<file path="config.mk">
export PLATFORM = sky130hd
export DESIGN_NAME = dmd_top
export DESIGN_NICKNAME = d
export VERILOG_FILES = /design/src/rtl/dmd_pkg.sv /design/src/rtl/dmd_cfg_if.sv /design/src/rtl/dmd_counters.sv /design/src/rtl/dmd_top.sv
export VERILOG_INCLUDE_DIRS = /design/src /design/src/rtl
export SDC_FILE = /design/constraint.sdc
export NUM_CORES = 1
export LEC_CHECK = 0
export BUFFER_PORTS_ARGS = -buffer_cell sky130_fd_sc_hd__buf_2
export CAP_MARGIN = 30
export CORE_MARGIN = 3
export CORE_UTILIZATION = 30
export CTS_CLUSTER_DIAMETER = 60
export DETAILED_ROUTE_END_ITERATION = 12
export PLACE_DENSITY = 0.45
export SYNTH_ARGS = -nofsm -noshare
export SYNTH_HDL_FRONTEND = slang
export SYNTH_SLANG_ARGS = --single-unit
</file>
<file path="constraint.sdc">
create_clock -name aclk -period 8.05 [get_ports aclk]
set_clock_uncertainty 0.05 [all_clocks]
set_input_delay 1.61 -clock aclk [delete_from_list [all_inputs] [get_ports aclk]]
set_output_delay 1.61 -clock aclk [all_outputs]
set_load 0.1 [all_outputs]
</file>
<file path="src/rtl/dmd_params.svh">
// constants for the dual modulus divider control block
`ifndef DMD_PARAMS_SVH
`define DMD_PARAMS_SVH
`define DMD_CNT_W 16
`define DMD_DIG_W 5
`define DMD_MODE_W 2
`define DMD_REG_MAIN 12'h000
`define DMD_REG_SWAL 12'h004
`define DMD_REG_MODE 12'h008
`define DMD_REG_STAT 12'h00C
`define DMD_MAIN_RST 16'h000A
`define DMD_SWAL_RST 16'h0000
`define DMD_UNITS_SHIFT 0
`define DMD_TENS_SHIFT 8
`define DMD_UNITS_MAX_PAR 5'h09
`define DMD_UNITS_MIN_SER 5'h0A
`define DMD_UNITS_MAX_SER 5'h13
`define DMD_TENS_MAX 5'h09
`define DMD_SWAL_SPAN 16'h000A
`define DMD_MAIN_MIN_PAR 16'h000A
`define DMD_MAIN_MIN_SER 16'h0014
`define DMD_RESP_OKAY 2'h0
`define DMD_RESP_SLVERR 2'h2
`endif

</file>
<file path="src/rtl/dmd_pkg.sv">
// types for the dual modulus divider control block
package dmd_pkg;
  typedef enum logic [1:0]
  {
    DMD_TWO = 2'b00,
    DMD_FOUR = 2'b01,
    DMD_THREE = 2'b10
  } dmd_mode_t;
endpackage

</file>
<file path="src/rtl/dmd_cfg_if.sv">
// configuration carried from the register slave to the counters
`timescale 1ns/10ps
interface dmd_cfg_if;
  logic [15:0] main_val;
  logic [15:0] swal_val;
  logic [1:0] mode;
  logic [15:0] main_cnt;
  logic [15:0] swal_cnt;
  logic mod_sel;
  logic cfg_err;
  modport slave (output main_val, output swal_val, output mode,
                 input main_cnt, input swal_cnt, input mod_sel, input cfg_err);
  modport core (input main_val, input swal_val, input mode,
                output main_cnt, output swal_cnt, output mod_sel, output cfg_err);
endinterface

</file>
<file path="src/rtl/dmd_counters.sv">
// main and swallow counters driving the prescaler modulus select
`timescale 1ns/10ps
`include "dmd_params.svh"
module dmd_counters
(
  input wire logic aclk, // prescaler output clock
  input wire logic aresetn, // synchronous reset, active low
  dmd_cfg_if.core cfg, // programmed values and live state
  output logic [1:0] modulus_sel, // bit0 adds unit step, bit1 adds tens step
  output logic cycle_end // one-cycle end of division pulse
);
  import dmd_pkg::*;
  logic [15:0] main_cnt;
  logic [4:0] units_swallow_counter;
  logic [4:0] tens_swallow_counter;
  logic [15:0] swal_cnt;
  logic [1:0] sel;
  logic err;
  wire is_two = (cfg.mode == DMD_TWO);
  wire is_four = (cfg.mode == DMD_FOUR);
  wire is_three = (cfg.mode == DMD_THREE);
  wire [4:0] units_set = cfg.swal_val[`DMD_UNITS_SHIFT +: 5];
  wire [4:0] tens_set = cfg.swal_val[`DMD_TENS_SHIFT +: 5];
  // terminal state: last prescaler output of the cycle
  wire main_term = (main_cnt <= 16'h0001);
  wire units_nz = (units_swallow_counter != 5'h00);
  wire tens_nz = (tens_swallow_counter != 5'h00);
  // series mode: tens counter runs only once units has run out
  wire tens_run = is_three ? !units_nz : 1'b1;
  // ---------------------------------------------------------------
  // counters
  // ---------------------------------------------------------------
  always_ff @(posedge aclk) // RULE1
  begin
    if (!aresetn || main_term) // RULE3 RULE14
    begin
      main_cnt <= aresetn ? cfg.main_val : `DMD_MAIN_RST;
      swal_cnt <= aresetn ? cfg.swal_val : `DMD_SWAL_RST;
      units_swallow_counter <= aresetn ? units_set : 5'h00;
      tens_swallow_counter <= aresetn ? tens_set : 5'h00;
      cycle_end <= aresetn;
    end
    else
    begin
      main_cnt <= main_cnt - 16'h0001;
      cycle_end <= 1'b0;
      if (swal_cnt != 16'h0000)
        swal_cnt <= swal_cnt - 16'h0001;
      if (units_nz)
        units_swallow_counter <= units_swallow_counter - 5'h01; // RULE10
      if (tens_nz && tens_run)
        tens_swallow_counter <= tens_swallow_counter - 5'h01; // RULE9 RULE12
    end
  end
  // ---------------------------------------------------------------
  // modulus select, registered so it settles within one period
  // ---------------------------------------------------------------
  wire [1:0] next_sel = main_term ? {1'b0, 1'b0} :
                        is_two ? {1'b0, swal_cnt != 16'h0000} : // RULE2 RULE4
                        {tens_nz && tens_run, units_nz}; // RULE8
  wire next_err = is_two ? (cfg.main_val <= cfg.swal_val) :
                  is_four ? (units_set > `DMD_UNITS_MAX_PAR || tens_set > `DMD_TENS_MAX
                             || cfg.main_val < `DMD_MAIN_MIN_PAR) : // RULE11
                  is_three ? (units_set < `DMD_UNITS_MIN_SER || units_set > `DMD_UNITS_MAX_SER
                              || tens_set > `DMD_TENS_MAX
                              || cfg.main_val < `DMD_MAIN_MIN_SER) :
                  1'b1;
  always_ff @(posedge aclk) // RULE13
  begin
    if (!aresetn)
      sel <= 2'b00;
    else
      sel <= main_term ? {1'b0, 1'b0} : next_sel;
    if (!aresetn)
      err <= 1'b0;
    else
      err <= next_err; // RULE5
  end
  assign modulus_sel = sel;
  assign cfg.main_cnt = main_cnt;
  assign cfg.swal_cnt = swal_cnt;
  assign cfg.mod_sel = sel[0];
  assign cfg.cfg_err = err;
endmodule

</file>
<file path="src/rtl/dmd_top.sv">
// dual modulus divider control: axi4-lite slave and counter core
//
// Behaviour
// RULE1: prescaler output clocks both counters together
// RULE2: larger modulus while swallow nonzero, then base
// RULE3: main terminal state reloads both counters
// RULE4: ratio equals main times P plus swallow times Q
// RULE5: software keeps main above swallow
// RULE6: swallow range spans at least ten values
// RULE7: swallow gives lowest digit, main the rest
// RULE8: four-modulus: two swallow counters in parallel
// RULE9: tens counter adds ten, set zero to nine
// RULE10: units counter adds one, set zero to nine
// RULE11: main at least larger swallow, minimum ten
// RULE12: three-modulus: series counters, units ten-nineteen, main twenty
// RULE13: select settles within one prescaler period
// RULE14: reload and pulse end of cycle to comparator
//
// Local design decisions: the register addresses and the AXI4-Lite slave port.
`timescale 1ns/10ps
`include "dmd_params.svh"
module dmd_top
(
  input wire logic aclk, // prescaler output clock, 100 MHz nominal
  input wire logic aresetn, // synchronous reset, active low
  input wire logic [11:0] s_axi_awaddr, // write address
  input wire logic s_axi_awvalid, // write address valid
  output logic s_axi_awready, // write address ready
  input wire logic [31:0] s_axi_wdata, // write data
  input wire logic [3:0] s_axi_wstrb, // write byte strobes
  input wire logic s_axi_wvalid, // write data valid
  output logic s_axi_wready, // write data ready
  output logic [1:0] s_axi_bresp, // write response
  output logic s_axi_bvalid, // write response valid
  input wire logic s_axi_bready, // write response ready
  input wire logic [11:0] s_axi_araddr, // read address
  input wire logic s_axi_arvalid, // read address valid
  output logic s_axi_arready, // read address ready
  output logic [31:0] s_axi_rdata, // read data
  output logic [1:0] s_axi_rresp, // read response
  output logic s_axi_rvalid, // read data valid
  input wire logic s_axi_rready, // read data ready
  output logic [1:0] modulus_sel, // prescaler modulus select
  output logic cycle_end // end of division cycle pulse
);
  import dmd_pkg::*;
  dmd_cfg_if cfg ();
  logic [15:0] main_val;
  logic [15:0] swal_val;
  logic [1:0] mode;
  logic aw_held;
  logic w_held;
  logic [11:0] aw_addr;
  logic [31:0] w_data;
  logic [3:0] w_strb;
  logic [15:0] sticky;
  // ---------------------------------------------------------------
  // write channel: address and data taken in either order
  // ---------------------------------------------------------------
  assign s_axi_awready = !aw_held && !s_axi_bvalid;
  assign s_axi_wready = !w_held && !s_axi_bvalid;
  wire aw_take = s_axi_awvalid && s_axi_awready;
  wire w_take = s_axi_wvalid && s_axi_wready;
  wire aw_have = aw_held || aw_take;
  wire w_have = w_held || w_take;
  wire do_write = aw_have && w_have;
  wire [11:0] wr_addr = aw_held ? aw_addr : s_axi_awaddr;
  wire [31:0] wr_data = w_held ? w_data : s_axi_wdata;
  wire [3:0] wr_strb = w_held ? w_strb : s_axi_wstrb;
  wire wr_main = (wr_addr == `DMD_REG_MAIN);
  wire wr_swal = (wr_addr == `DMD_REG_SWAL);
  wire wr_mode = (wr_addr == `DMD_REG_MODE);
  wire wr_stat = (wr_addr == `DMD_REG_STAT);
  wire wr_hit = wr_main || wr_swal || wr_mode || wr_stat;
  wire [15:0] wmask = {{8{wr_strb[1]}}, {8{wr_strb[0]}}};
  wire [15:0] wlow = wr_data[15:0];
  // error sticky: set wins over write-one-to-clear
  wire [15:0] next_sticky = (sticky & ~((do_write && wr_stat) ? (wlow & wmask) : 16'h0000))
                            | {15'h0000, cfg.cfg_err};
  always_ff @(posedge aclk)
  begin
    if (!aresetn)
    begin
      aw_held <= 1'b0;
      w_held <= 1'b0;
      aw_addr <= 12'h000;
      w_data <= 32'h00000000;
      w_strb <= 4'h0;
      s_axi_bvalid <= 1'b0;
      s_axi_bresp <= `DMD_RESP_OKAY;
      main_val <= `DMD_MAIN_RST;
      swal_val <= `DMD_SWAL_RST;
      mode <= DMD_TWO;
      sticky <= 16'h0000;
    end
    else
    begin
      sticky <= next_sticky;
      if (aw_take)
        aw_addr <= s_axi_awaddr;
      if (w_take)
      begin
        w_data <= s_axi_wdata;
        w_strb <= s_axi_wstrb;
      end
      aw_held <= aw_have && !do_write;
      w_held <= w_have && !do_write;
      if (do_write)
      begin
        s_axi_bvalid <= 1'b1;
        s_axi_bresp <= wr_hit ? `DMD_RESP_OKAY : `DMD_RESP_SLVERR;
        if (wr_main)
          main_val <= (main_val & ~wmask) | (wlow & wmask); // RULE7
        if (wr_swal)
          swal_val <= (swal_val & ~wmask) | (wlow & wmask); // RULE6
        if (wr_mode && wr_strb[0])
          mode <= wr_data[1:0];
      end
      else if (s_axi_bready)
        s_axi_bvalid <= 1'b0;
    end
  end
  // ---------------------------------------------------------------
  // read channel
  // ---------------------------------------------------------------
  assign s_axi_arready = !s_axi_rvalid;
  wire ar_take = s_axi_arvalid && s_axi_arready;
  wire rd_main = (s_axi_araddr == `DMD_REG_MAIN);
  wire rd_swal = (s_axi_araddr == `DMD_REG_SWAL);
  wire rd_mode = (s_axi_araddr == `DMD_REG_MODE);
  wire rd_stat = (s_axi_araddr == `DMD_REG_STAT);
  wire rd_hit = rd_main || rd_swal || rd_mode || rd_stat;
  wire [31:0] stat_word = {cfg.swal_cnt[7:0], cfg.main_cnt[7:0], 13'h0000,
                           cfg.cfg_err, cfg.mod_sel, sticky[0]};
  wire [31:0] rd_word = rd_main ? {16'h0000, main_val} :
                        rd_swal ? {16'h0000, swal_val} :
                        rd_mode ? {30'h00000000, mode} :
                        rd_stat ? stat_word : 32'h00000000;
  always_ff @(posedge aclk)
  begin
    if (!aresetn)
    begin
      s_axi_rvalid <= 1'b0;
      s_axi_rdata <= 32'h00000000;
      s_axi_rresp <= `DMD_RESP_OKAY;
    end
    else if (ar_take)
    begin
      s_axi_rvalid <= 1'b1;
      s_axi_rdata <= rd_word;
      s_axi_rresp <= rd_hit ? `DMD_RESP_OKAY : `DMD_RESP_SLVERR;
    end
    else if (s_axi_rready)
      s_axi_rvalid <= 1'b0;
  end
  // ---------------------------------------------------------------
  // counter core
  // ---------------------------------------------------------------
  assign cfg.main_val = main_val;
  assign cfg.swal_val = swal_val;
  assign cfg.mode = mode;
  dmd_counters u_counters
  (
    .aclk(aclk),
    .aresetn(aresetn),
    .cfg(cfg),
    .modulus_sel(modulus_sel),
    .cycle_end(cycle_end)
  );
endmodule

</file>
# Word-level counts from Yosys, hierarchy flattened

Cells that the tools add are included.

$add $sub $neg: 4
Order comparisons: 8
Equal/unequal tests: 8
Mux-type cells: 30
Bitwise operators: 10
Reductions and logical operators: 48

Operators with widths:

| operator                | number |
|---|---|
| $mux W32                | 4 |
| $mux W16                | 7 |
| $and A16 B16 Y16        | 4 |
| $eq A12 B4 Y1 const B   | 4 |
| $not A16 Y16            | 2 |
| $or A16 B16 Y16         | 2 |
| $sub A16 B1 Y16 const B | 2 |
| $mux W5                 | 6 |
| $eq A12 B3 Y1 const B   | 2 |
| $logic_not A12 Y1       | 2 |
| $le A16 B1 Y1 const B   | 1 |
| $le A16 B16 Y1          | 1 |
| $lt A16 B4 Y1 const B   | 1 |
| $lt A16 B5 Y1 const B   | 1 |
| $or A16 B1 Y16          | 1 |
| $reduce_bool A16 Y1     | 1 |
| $logic_or A1 B1 Y1      | 14 |
| $mux W12                | 1 |
| $logic_and A1 B1 Y1     | 11 |
| $gt A5 B4 Y1 const B    | 2 |
| $reduce_bool A2 Y1      | 5 |
| $reduce_bool A5 Y1      | 2 |
| $sub A5 B1 Y5 const B   | 2 |
| $mux W1                 | 9 |
| other kinds (11)        | 21 |

Register bits: 166
Bits of input ports: 67

# Logic depth before layout (Yosys ltp)

Gate-level depths: netlist of run 1.

Depth in word-level cells: 10
Mapped depth: 8
Depth with buffers taken out: 7

# By module

From an unflattened synthesis of run 1, not the netlist that was laid out.

Cells, all modules: 815
Area, all modules: 7450.9 sq um

Modules (own cells, without submodules):

| module       | instances | cells an instance | area each (sq um) | sequential area each (sq um) |
|---|---|---|---|---|
| dmd_top      | 1         | 479               | 4468.0            | 2062.0 |
| dmd_counters | 1         | 336               | 2982.9            | 1181.1 |

# Least setup slack after synthesis of run 1

OpenSTA, ideal clock, no wires.

Kind: register to output
Start point: register s_axi_bvalid
End point: output s_axi_awready
Arrival: 2.130 ns
Data required time: 6.390 ns
Setup slack: 4.260 ns
Stages on the path, launching flop included: 2
Buffers on the path: 0
Path through: dfxtp_1 -> nor2_1

Longest elaborated chain between the ends: 2

Ends and longest elaborated chain:

| element                | line           | source |
|---|---|---|
| from (decl)            | dmd_top.sv:34  | `output logic s_axi_bvalid,` |
| from (signal assigned) | dmd_top.sv:89  | `s_axi_bvalid <= 1'b0;` |
| from (signal assigned) | dmd_top.sv:110 | `s_axi_bvalid <= 1'b1;` |
| from (signal assigned) | dmd_top.sv:120 | `s_axi_bvalid <= 1'b0;` |
| $logic_not A1 Y1       | dmd_top.sv:60  | `assign s_axi_awready = !aw_held && !s_axi_bvalid;` |
| $logic_and A1 B1 Y1    | dmd_top.sv:60  |  |
| to (decl)              | dmd_top.sv:28  | `output logic s_axi_awready,` |

No other way between the ends.

# Worst setup path after layout of run 1

Start point: input aresetn
End point: register aw_held

RTL lines:

| element              | line           | source |
|---|---|---|
| from (decl)          | dmd_top.sv:25  | `input wire logic aresetn,` |
| to (signal assigned) | dmd_top.sv:106 | `aw_held <= aw_have && !do_write;` |
| to (decl)            | dmd_top.sv:51  | `logic aw_held;` |

No word-level cell between the ends.

==> out/qor.log, run 1 <==
INFO  global_route   via_count_of_the_first_global_routing_pass=5,752
INFO  power_and_ir_drop power_per_cell_area=261nW/um^2
INFO  power_and_ir_drop clock_power_share=36.3%
INFO  setup_path     maximum_cell_stage_delay_along_the_critical_path=0.73ns
INFO  yosys          yosysMostFrequentCell=sky130_fd_sc_hd__dfxtp_1
INFO  floorplanning  std_cell_rows=56
INFO  yosys          number_of_instances_in_the_synthesized_netlist=797
INFO  power_and_ir_drop power.static_leakage=0.00318uW
INFO  timing         number_of_slew_limit_violations_in_the_final_report=0
INFO  yosys          syn_area_per_cell=9.12squm
INFO  yosys          synth-seq-area-share=44.6%
INFO  finish         postLayoutCellArea=8560squm
INFO  timing         hold_violations=0
INFO  yosys          postSynthRegisterBits=149
INFO  power_and_ir_drop ir_worst_vdd=0.122mV
INFO  cts            worstSkewPairLatency=0.43ns
INFO  setup_path     cp-start-kind=input port
INFO  setup_path     cp_slowest_cell=sky130_fd_sc_hd__clkinv_2
INFO  route          routed-via-count=5,842
INFO  finish         layout-drive-gt1-share=20.5%
INFO  route          finalWirelength=19,700um
INFO  setup_path     critPathCaptureType=register
INFO  setup_path     worst-endpoint-arrival=3.82ns
INFO  route          ant_nets=0
INFO  timing         worst_pin_slew=0.967ns
INFO  flow_run       maxCapViolCount=0
INFO  cts            cts-buffers-inserted=17
INFO  global_route   grt_antenna_before_repair=0
INFO  yosys          synth_top_cells_by_count=sky130_fd_sc_hd__dfxtp_1, sky130_fd_sc_hd__nand2_1, sky130_fd_sc_hd__nor2_1, sky130_fd_sc_hd__a21oi_1, sky130_fd_sc_hd__clkbuf_1
INFO  floorplanning  num_io_pins=111
INFO  route          avgViaCountPerCell=4.88
INFO  place          place_hpwl=14,000um
INFO  timing         worst_slew_margin_rel=35.4%
INFO  global_route   grt_max_degree=66
INFO  route          detailed_routing_iteration_count_for_the_pre_antenna_repair_pass=5
INFO  timing         rsz_0062_raised_after_global_routing=no
INFO  power_and_ir_drop power.net_switching=720uW
INFO  timing         final-setup-viol-count=0
INFO  yosys          synth-main-ff-cell=sky130_fd_sc_hd__dfxtp_1
INFO  cts            numClockSinks=149
INFO  global_route   grt.overflow.total=0
INFO  cts            tritoncts=done
INFO  timing         clock.fmax=283MHz
INFO  finish         nFillCells=2,452
INFO  power_and_ir_drop share_seq_of_total_power=42.1%
INFO  route          drc=0
INFO  cts            post_cts.resized_instances=0
INFO  hold_path      min-delay-path-class=reg -> reg
INFO  power_and_ir_drop swShare=32.2%
INFO  power_and_ir_drop totalPowerFinal=2240uW
INFO  floorplanning  fp.dieW=162um
INFO  power_and_ir_drop power_frac_comb=21.6%
INFO  cts            postCtsSetupBuffers=0
INFO  setup_path     cp_data_required_time=8.34ns
INFO  yosys          yosys.area.top_type=sky130_fd_sc_hd__dfxtp_1
INFO  yosys          synth_top_cell_area_share=33.9%
INFO  cts            root_buffer=sky130_fd_sc_hd__clkbuf_16
INFO  place          dp_cells=1,165
INFO  route          drt-wirelength-per-cell=16.5um
INFO  place          gp_routability_congestion=0.813
INFO  timing         final_min_period_over_clock_period=43.9%
INFO  cts            cts_max_level=4
INFO  floorplanning  die_area=26,100squm
INFO  floorplanning  core=23,600squm
INFO  finish         post-route-util=36.2%
INFO  global_route   grt_first_pass_wirelength=31,800um
INFO  timing         timing.final.crit_period=3.53ns
INFO  outcome        outcome=complete, no violations
INFO  global_route   track_usage=15.3%
INFO  setup_path     critical_path.max_fanout=65
INFO  setup_path     crit_type=in -> reg
INFO  yosys          synth_cell_types=59
INFO  floorplanning  die_h=162um
INFO  place          port_buffers=90
INFO  yosys          cell_area_after_synthesis=7270squm
INFO  cts            hold_buffers=0
INFO  finish         antenna_cells_inserted=0
INFO  cts            clk_transition_reported_paths=0.07ns
INFO  timing         fin_tns_setup=0ns
INFO  finish         instances_no_fill=1,197
INFO  floorplanning  start_util=30.8%
INFO  yosys          synth_area_leaders=sky130_fd_sc_hd__dfxtp_1, sky130_fd_sc_hd__edfxtp_1, sky130_fd_sc_hd__a21oi_1
INFO  cts            cts.path.max_buffers=2
INFO  finish         finish.net_count=956
INFO  finish         layout-area-overhead-vs-synth=17.8%
INFO  yosys          synth_enable_flop_cells=26
INFO  place          placement.cell_area=7970squm
INFO  yosys          async_flop_share=0%
INFO  setup_path     path_cells=buf_2 > clkinv_2 > buf_4 > nor4_1
INFO  power_and_ir_drop internal_power=1520uW
INFO  route          drt-initial-drc-count=332
INFO  yosys          ys_warn_count=0
## final timing paths
kind                                                  start                          end  slack [ns]  cells past startpoint
worst max-delay path                                aresetn                      aw_held        4.52                      4
worst min-delay path                         s_axi_rdata[7]               s_axi_rdata[7]        0.40                      2
worst max register to register  u_counters.cfg.main_cnt[11]  u_counters.cfg.swal_cnt[15]        4.83                      5
worst min register to register               s_axi_rdata[7]               s_axi_rdata[7]        0.40                      2
## power groups by stage
stage	sequential, uW	clock (uW)	combinational [uW]
finish	941	811	484
global route	956	867	543
CTS	942	833	490
global placement	958	0	488
detailed placement	959	0	486
floorplan	948	0	377
## critical path, delay by kind of cell
| family | cells | cell delay [ns] |
|---|---|---|
| buffers and inverters | 3 | 1.82 |
| AND/OR/NAND/NOR | 1 | 0.33 |
## per-stage QoR
step	worst slack [ns]	hold slack, ns
floorplan	4.26	0.383
global placement	4.03	0.389
detailed placement	4.03	0.393
CTS	4.48	0.403
global route	4.33	0.417
finish	4.52	0.402
## cells by family after synthesis
| logic type | share of synthesized area (%) |
|---|---|
| compound gates | 15.3 |
| xor+xnor | 3.50 |
| fa+ha+maj | 4.13 |
| buf+inv | 4.18 |
| flops | 44.6 |
| mux | 10.3 |
| other cells | 0.0516 |
| simple gates | 17.9 |
## layout by cell type, fill, tap and decap left out, types with 6 or more instances in the layout
cell type and count:
sky130_fd_sc_hd__dfxtp_1 123, sky130_fd_sc_hd__nand2_1 104, sky130_fd_sc_hd__buf_2 90, sky130_fd_sc_hd__nor2_1 83, sky130_fd_sc_hd__a21oi_1 82, sky130_fd_sc_hd__mux2i_1 38
sky130_fd_sc_hd__o21ai_0 34, sky130_fd_sc_hd__mux2_2 33, sky130_fd_sc_hd__inv_1 27, sky130_fd_sc_hd__edfxtp_1 26, sky130_fd_sc_hd__ha_1 24, sky130_fd_sc_hd__xnor2_1 19
sky130_fd_sc_hd__nand3_1 18, sky130_fd_sc_hd__clkbuf_16 17, sky130_fd_sc_hd__a22oi_1 16, sky130_fd_sc_hd__nor3_1 15, sky130_fd_sc_hd__a211oi_1 11, sky130_fd_sc_hd__xor2_1 10
sky130_fd_sc_hd__nor4_1 9, sky130_fd_sc_hd__or4_1 7, sky130_fd_sc_hd__nand2b_1 6, sky130_fd_sc_hd__inv_6 6
## final cells by class
type | instances | area [sq um] | share of cell area (%)
Clock buffer | 18 | 429 | 5.02
Clock inverter | 14 | 163 | 1.90
Inverter | 28 | 106 | 1.24
Multi-Input combinational cell | 574 | 3730 | 43.6
Sequential cell | 149 | 3240 | 37.9
Tap cell | 319 | 399 | 4.66
Timing Repair Buffer | 95 | 488 | 5.70
## metal layers
metal | global-route usage [%] | wire length [um] | vias up
met5 | 0 | 0 | -
met4 | 3.96 | 226 | 0
met3 | 3.10 | 625 | 14
met2 | 24.9 | 9310 | 96
met1 | 20.9 | 9570 | 2779
li1 | - | - | 2953
Note: power is estimated with default switching activity, not from simulation.
==> inputs of run 2 (changes only) <==
Settings changed: ABC_AREA set to 1, PLACE_DENSITY 0.45 to 0.44.
Clock period 8.05 ns to 3.6 ns, I/O delays scaled along.
==> run 2 against run 1 <==
Sequential power increased by 120%; clock-buffer cell count grew 4; global-route usage grew 0.38 points; critical path type is now reg -> out; largest cell class unchanged.
==> out/qor.log, run 2 <==
INFO  yosys          ys_warn_count=0
INFO  floorplanning  die_area=28,500squm
INFO  flow_run       maxCapViolCount=0
INFO  yosys          postSynthRegisterBits=149
INFO  yosys          cell_area_after_synthesis=7940squm
INFO  floorplanning  std_cell_rows=58
INFO  route          ant_nets=0
INFO  timing         number_of_slew_limit_violations_in_the_final_report=0
INFO  floorplanning  core=25,600squm
INFO  power_and_ir_drop power.static_leakage=0.00412uW
INFO  route          drc=0
INFO  yosys          async_flop_share=0%
INFO  place          gp_routability_congestion=0.808
INFO  yosys          yosysMostFrequentCell=sky130_fd_sc_hd__nand2_1
INFO  cts            cts.path.max_buffers=2
INFO  cts            postCtsSetupBuffers=0
INFO  cts            hold_buffers=0
INFO  finish         layout-area-overhead-vs-synth=15.6%
INFO  floorplanning  num_io_pins=111
INFO  timing         timing.final.crit_period=2.52ns
INFO  timing         fin_tns_setup=0ns
INFO  setup_path     ff2ff_setup_slack=1.13ns
INFO  yosys          yosys.area.top_type=sky130_fd_sc_hd__dfxtp_1
INFO  setup_path     worst-endpoint-arrival=1.75ns
INFO  timing         final-setup-viol-count=0
INFO  setup_path     critical_path.max_fanout=11
INFO  yosys          synthXorXnorAreaFrac=1.99%
INFO  cts            root_buffer=sky130_fd_sc_hd__clkbuf_16
INFO  place          place_hpwl=16,200um
INFO  yosys          muxShareOfSynthArea=1.64%
INFO  yosys          synth_top_cell_area_share=31.0%
INFO  hold_path      min-delay-path-class=reg -> reg
INFO  route          finalWirelength=22,200um
INFO  setup_path     critPathCaptureType=output port
INFO  global_route   grt.overflow.total=0
INFO  power_and_ir_drop ir_worst_vdd=0.283mV
INFO  cts            numClockSinks=149
INFO  route          detailed_routing_iteration_count_for_the_pre_antenna_repair_pass=4
INFO  setup_path     cp-start-kind=register
INFO  timing         worst_slew_margin_rel=39.6%
INFO  yosys          synth-seq-area-share=40.9%
INFO  global_route   grt_max_degree=73
INFO  cts            cts_max_level=4
INFO  yosys          synth_compound_area_share=11.3%
INFO  global_route   grt_first_pass_wirelength=35,500um
INFO  setup_path     cp_data_required_time=2.83ns
INFO  hold_path      min-delay-start=aw_addr[2]
INFO  timing         hold_violations=0
INFO  route          drt-wirelength-per-cell=14.7um
INFO  global_route   via_count_of_the_first_global_routing_pass=6,492
INFO  hold_path      timing.hold.worst_path_depth=2
INFO  finish         layout-drive-gt1-share=14.4%
INFO  yosys          number_of_instances_in_the_synthesized_netlist=1,091
INFO  finish         layout_commonest_cell=sky130_fd_sc_hd__nand2_1
INFO  setup_path     worstReg2RegStart=u_counters.cfg.main_cnt[0]
INFO  cts            tritoncts=done
INFO  cts            clk_transition_reported_paths=0.06ns
INFO  yosys          synth_area_leaders=sky130_fd_sc_hd__dfxtp_1, sky130_fd_sc_hd__nand2_1, sky130_fd_sc_hd__edfxtp_1
INFO  setup_path     r2r.worst_path.cells=8
INFO  yosys          synth_adder_area_share=3.78%
INFO  timing         worst_pin_slew=0.899ns
INFO  global_route   track_usage=15.7%
INFO  finish         antenna_cells_inserted=0
INFO  place          port_buffers=90
INFO  setup_path     regToRegEndpoint=u_counters.cfg.swal_cnt[4]
INFO  floorplanning  start_util=31.0%
INFO  finish         nFillCells=2,791
INFO  finish         postLayoutCellArea=9180squm
INFO  setup_path     crit_type=reg -> out
INFO  finish         finish.net_count=1,255
INFO  power_and_ir_drop power_per_cell_area=561nW/um^2
INFO  yosys          synth_top_cells_by_count=sky130_fd_sc_hd__nand2_1, sky130_fd_sc_hd__nor2_1, sky130_fd_sc_hd__inv_1, sky130_fd_sc_hd__dfxtp_1, sky130_fd_sc_hd__o21ai_0
INFO  yosys          synth-main-ff-cell=sky130_fd_sc_hd__dfxtp_1
INFO  cts            post_cts.resized_instances=0
INFO  route          avgViaCountPerCell=4.56
INFO  floorplanning  fp.dieW=169um
INFO  cts            cts-buffers-inserted=17
INFO  yosys          fraction_of_the_mapped_netlist_area_in_simple_logic_gates=30.1%
INFO  yosys          synth_top_family_by_area=simple AND/OR/NAND/NOR gates
INFO  global_route   grt_antenna_before_repair=0
INFO  place          placement.cell_area=8600squm
INFO  route          drt-initial-drc-count=476
INFO  timing         clock.fmax=397MHz
INFO  cts            worstSkewPairLatency=0.43ns
INFO  timing         final_min_period_over_clock_period=70.0%
INFO  timing         rsz_0062_raised_after_global_routing=no
INFO  finish         most-common-layout-cells=sky130_fd_sc_hd__nand2_1, sky130_fd_sc_hd__nor2_1, sky130_fd_sc_hd__inv_1
INFO  yosys          synth_cell_types=50
INFO  hold_path      min_to=aw_addr[2]
INFO  floorplanning  die_h=169um
INFO  outcome        outcome=complete, no violations
INFO  yosys          syn_area_per_cell=7.28squm
INFO  yosys          synth_enable_flop_cells=26
INFO  route          routed-via-count=6,866
## run 2: changes by cell type after synthesis, sizes merged, moves of 15 or more
| cell | previous run | this run |
|---|---|---|
| nand2 | 104 | 228 |
| nor2 | 83 | 202 |
| inv | 28 | 142 |
| nand4 | 3 | 43 |
| o21ai | 34 | 74 |
| a21oi | 82 | 43 |
| mux2 | 33 | 0 |
| nand3 | 21 | 49 |
| clkbuf | 39 | 14 |
| mux2i | 38 | 13 |
| buf | 8 | 31 |
| o22ai | 1 | 17 |
| a22oi | 16 | 1 |
| xnor2 | 19 | 4 |
## run 2: power by group
| group | switching [uW] | internal [uW] |
|---|---|---|
| sequential | 147 | 1950 |
| clock | 709 | 1070 |
| combinational | 856 | 412 |
| total | 1710 | 3430 |
## run 2: layout make-up
cell class / instances / area, sq um / share of cell area [%]
timing repair buffer: 98 / 510 / 5.56
sequential: 149 / 3240 / 35.3
tap: 330 / 413 / 4.50
clock inverter: 8 / 98.8 / 1.08
inverter: 145 / 547 / 5.96
clock buffer: 22 / 475 / 5.18
multi-input combinational: 753 / 3890 / 42.4
## run 2: how the worst max path moves through the flow
stage	from	to	slack [ns]	cells after the start
final	w_held	s_axi_wready	1.08	3
after global routing	u_counters.cfg.main_cnt[0]	u_counters.cfg.swal_cnt[8]	0.97	8
after CTS	w_held	s_axi_wready	1.04	3
after detailed placement	s_axi_araddr[5]	s_axi_rdata[4]	0.86	10
after global placement	s_axi_araddr[7]	s_axi_rdata[3]	0.89	10
after floorplan	s_axi_bvalid	w_data[10]	0.34	6
## run 2: layer usage
metal  vias to the layer above  GRT usage [%]  routed length [um]
li1                       3657              -                   -
met1                      3085           23.2               11600
met2                       108           23.7                9650
met3                        16           2.59                 692
met4                         0           4.48                 245
met5                         -              0                   0
## run 2: metrics by stage
step           cells  total power, uW  hold WS [ns]  utilization, %  setup slack, ns
3_3_place_gp    1475             3390         0.394            33.6            0.886
4_1_cts         1505             5200         0.409            35.8             1.04
3_5_place_dp    1475             3400         0.398            33.6            0.861
5_1_grt         1505             5460         0.433            35.8            0.967
6_report        1505             5140         0.408            35.8             1.08
2_1_floorplan   1092             3120         0.379               -            0.343
## run 2: kinds of logic after synthesis
kind of cell,after synthesis
AO/OA/AOI/OAI,156
XOR/XNOR,18
adder cells (fa/ha/maj),24
buffers and inverters,190
flip-flops,149
multiplexers,13
other,1
AND/OR/NAND/NOR,540
## run 2: worst max-delay path, stage by stage (launching register included)
cell and delay (ns):
sky130_fd_sc_hd__dfxtp_1 0.46, sky130_fd_sc_hd__buf_4 0.27, sky130_fd_sc_hd__nor2_1 0.14, sky130_fd_sc_hd__buf_2 0.45
==> inputs of run 3 (changes only) <==
Clock period 3.6 ns to 2.4 ns, I/O delays scaled along.
==> run 3 against run 2 <==
Sequential cell count unchanged; worst setup slack worse by 0.79 ns; critical path depth increased by 4; clock power grew 51%; clock-buffer cell count is the same; register-to-register slack worse by 0.84 ns; via count up 1.8%; global-route usage rose by 0.36 points; hold slack worse by 0.15 ns; power increased by 51%.
==> out/qor.log, run 3 (synthesized netlist as in run 2, its figures left out) <==
INFO  outcome        outcome=complete, no violations
INFO  finish         postLayoutCellArea=9340squm
INFO  place          place_hpwl=16,700um
INFO  global_route   via_count_of_the_first_global_routing_pass=6,653
INFO  timing         rsz_0062_raised_after_global_routing=no
INFO  cts            root_buffer=sky130_fd_sc_hd__clkbuf_16
INFO  route          detailed_routing_iteration_count_for_the_pre_antenna_repair_pass=5
INFO  setup_path     r2r.worst_path.cells=7
INFO  cts            worstSkewPairLatency=0.43ns
INFO  setup_path     ff2ff_setup_slack=0.29ns
INFO  floorplanning  die_area=28,500squm
INFO  cts            postCtsSetupBuffers=0
INFO  setup_path     worst-endpoint-arrival=2.17ns
INFO  setup_path     critical_path.max_fanout=16
INFO  global_route   grt.overflow.total=0
INFO  setup_path     critPathCaptureType=register
INFO  cts            cts-buffers-inserted=17
INFO  floorplanning  die_h=169um
INFO  finish         antenna_cells_inserted=0
INFO  finish         most-common-layout-cells=sky130_fd_sc_hd__nand2_1, sky130_fd_sc_hd__nor2_1, sky130_fd_sc_hd__inv_1
INFO  finish         finish.net_count=1,270
INFO  timing         fin_tns_setup=0ns
INFO  global_route   grt_first_pass_wirelength=36,400um
INFO  hold_path      timing.hold.worst_path_depth=4
INFO  cts            post_cts.resized_instances=0
INFO  setup_path     worstReg2RegStart=u_counters.cfg.main_cnt[0]
INFO  setup_path     cp_data_required_time=2.46ns
INFO  setup_path     regToRegEndpoint=u_counters.cfg.swal_cnt[9]
INFO  route          ant_nets=0
INFO  timing         clock.fmax=474MHz
INFO  hold_path      min-delay-path-class=in -> reg
INFO  setup_path     cp-start-kind=register
INFO  finish         layout_commonest_cell=sky130_fd_sc_hd__nand2_1
INFO  cts            hold_buffers=0
INFO  power_and_ir_drop ir_worst_vdd=0.344mV
INFO  route          avgViaCountPerCell=4.59
INFO  hold_path      min_to=s_axi_bvalid
INFO  route          drc=0
INFO  timing         final-setup-viol-count=0
INFO  place          port_buffers=90
INFO  route          routed-via-count=6,991
INFO  timing         timing.final.crit_period=2.11ns
INFO  power_and_ir_drop power.static_leakage=0.00422uW
INFO  timing         worst_slew_margin_rel=56.2%
INFO  hold_path      min-delay-start=s_axi_bready
INFO  setup_path     cp-startpoint=u_counters.cfg.main_cnt[0]
INFO  timing         final_min_period_over_clock_period=88.0%
INFO  power_and_ir_drop power_per_cell_area=830nW/um^2
INFO  flow_run       maxCapViolCount=0
INFO  floorplanning  core=25,600squm
INFO  timing         hold_violations=0
INFO  place          gp_routability_congestion=0.817
INFO  timing         worst_pin_slew=0.652ns
INFO  finish         layout-drive-gt1-share=16.0%
INFO  floorplanning  fp.dieW=169um
INFO  cts            cts_max_level=4
INFO  floorplanning  num_io_pins=111
INFO  finish         nFillCells=2,790
INFO  cts            tritoncts=done
INFO  power_and_ir_drop totalPowerFinal=7760uW
INFO  cts            numClockSinks=149
INFO  global_route   grt_antenna_before_repair=0
INFO  route          finalWirelength=22,500um
INFO  timing         number_of_slew_limit_violations_in_the_final_report=0
INFO  setup_path     crit_type=reg -> reg
INFO  global_route   track_usage=16.1%
INFO  cts            cts.path.max_buffers=2
INFO  route          drt-initial-drc-count=378
INFO  cts            clk_transition_reported_paths=0.06ns
INFO  place          placement.cell_area=8750squm
INFO  global_route   grt_max_degree=71
INFO  floorplanning  start_util=31.0%
INFO  route          drt-wirelength-per-cell=14.8um
INFO  finish         layout-area-overhead-vs-synth=17.7%
INFO  floorplanning  std_cell_rows=58
INFO  timing         holdWs=0.257ns
run 3: cell types whose count changed in the layout (fill, tap and decap cells not counted), sizes merged:
cell,before,now
buf,98,113
bufinv,2,1
clkinv,8,9
clkinvlp,0,1
inv,143,144
run 3: worst max path at each step:
stage,cells after the start,slack [ns],end
3_5_place_dp,7,0.26,u_counters.cfg.swal_cnt[4]
6_report,7,0.29,u_counters.cfg.swal_cnt[9]
2_1_floorplan,6,0.08,w_data[10]
5_1_grt,8,0.16,register
3_3_place_gp,7,0.30,u_counters.cfg.swal_cnt[5]
4_1_cts,7,0.26,u_counters.cfg.swal_cnt[12]
run 3: final cells by class:
| class | instances | area (sq um) | share of cell area, % |
|---|---|---|---|
| flip-flops and latches | 149 | 3240 | 34.7 |
| multi-input cells | 753 | 3900 | 41.8 |
| well taps | 330 | 413 | 4.42 |
| clock inverters | 10 | 93.8 | 1.00 |
| inverters | 145 | 547 | 5.85 |
| clock buffers | 22 | 495 | 5.30 |
| repair buffers | 113 | 648 | 6.94 |
run 3: layer usage:
layer / vias to the layer above / wire length (um) / global-route usage (%)
met2: 99 / 9920 / 25.1
met5: - / 0 / 0
met3: 13 / 739 / 2.85
li1: 3695 / - / -
met1: 3184 / 11600 / 22.9
met4: 0 / 287 / 4.38
run 3: where the power goes:
| part | internal [uW] | total (uW) | switching, uW |
|---|---|---|---|
| Sequential | 2920 | 3140 | 218 |
| Clock | 1580 | 2680 | 1100 |
| Combinational | 643 | 1940 | 1290 |
| Total | 5140 | 7760 | 2620 |
run 3: critical path, stage by stage, from the launching register on:
cell,delay [ns]
sky130_fd_sc_hd__dfxtp_1,0.45
sky130_fd_sc_hd__inv_1,0.13
sky130_fd_sc_hd__ha_1,0.27
sky130_fd_sc_hd__nor2_1,0.12
sky130_fd_sc_hd__nor2_1,0.06
sky130_fd_sc_hd__nand3b_2,0.15
sky130_fd_sc_hd__nand2_2,0.10
sky130_fd_sc_hd__or2_2,0.47
run 3: stage by stage:
step	std cells	utilization, %	setup WS (ns)
2_1_floorplan	1092	-	0.0798
3_3_place_gp	1490	34.2	0.296
3_5_place_dp	1490	34.2	0.263
4_1_cts	1522	36.5	0.256
5_1_grt	1522	36.5	0.165
6_report	1522	36.5	0.289
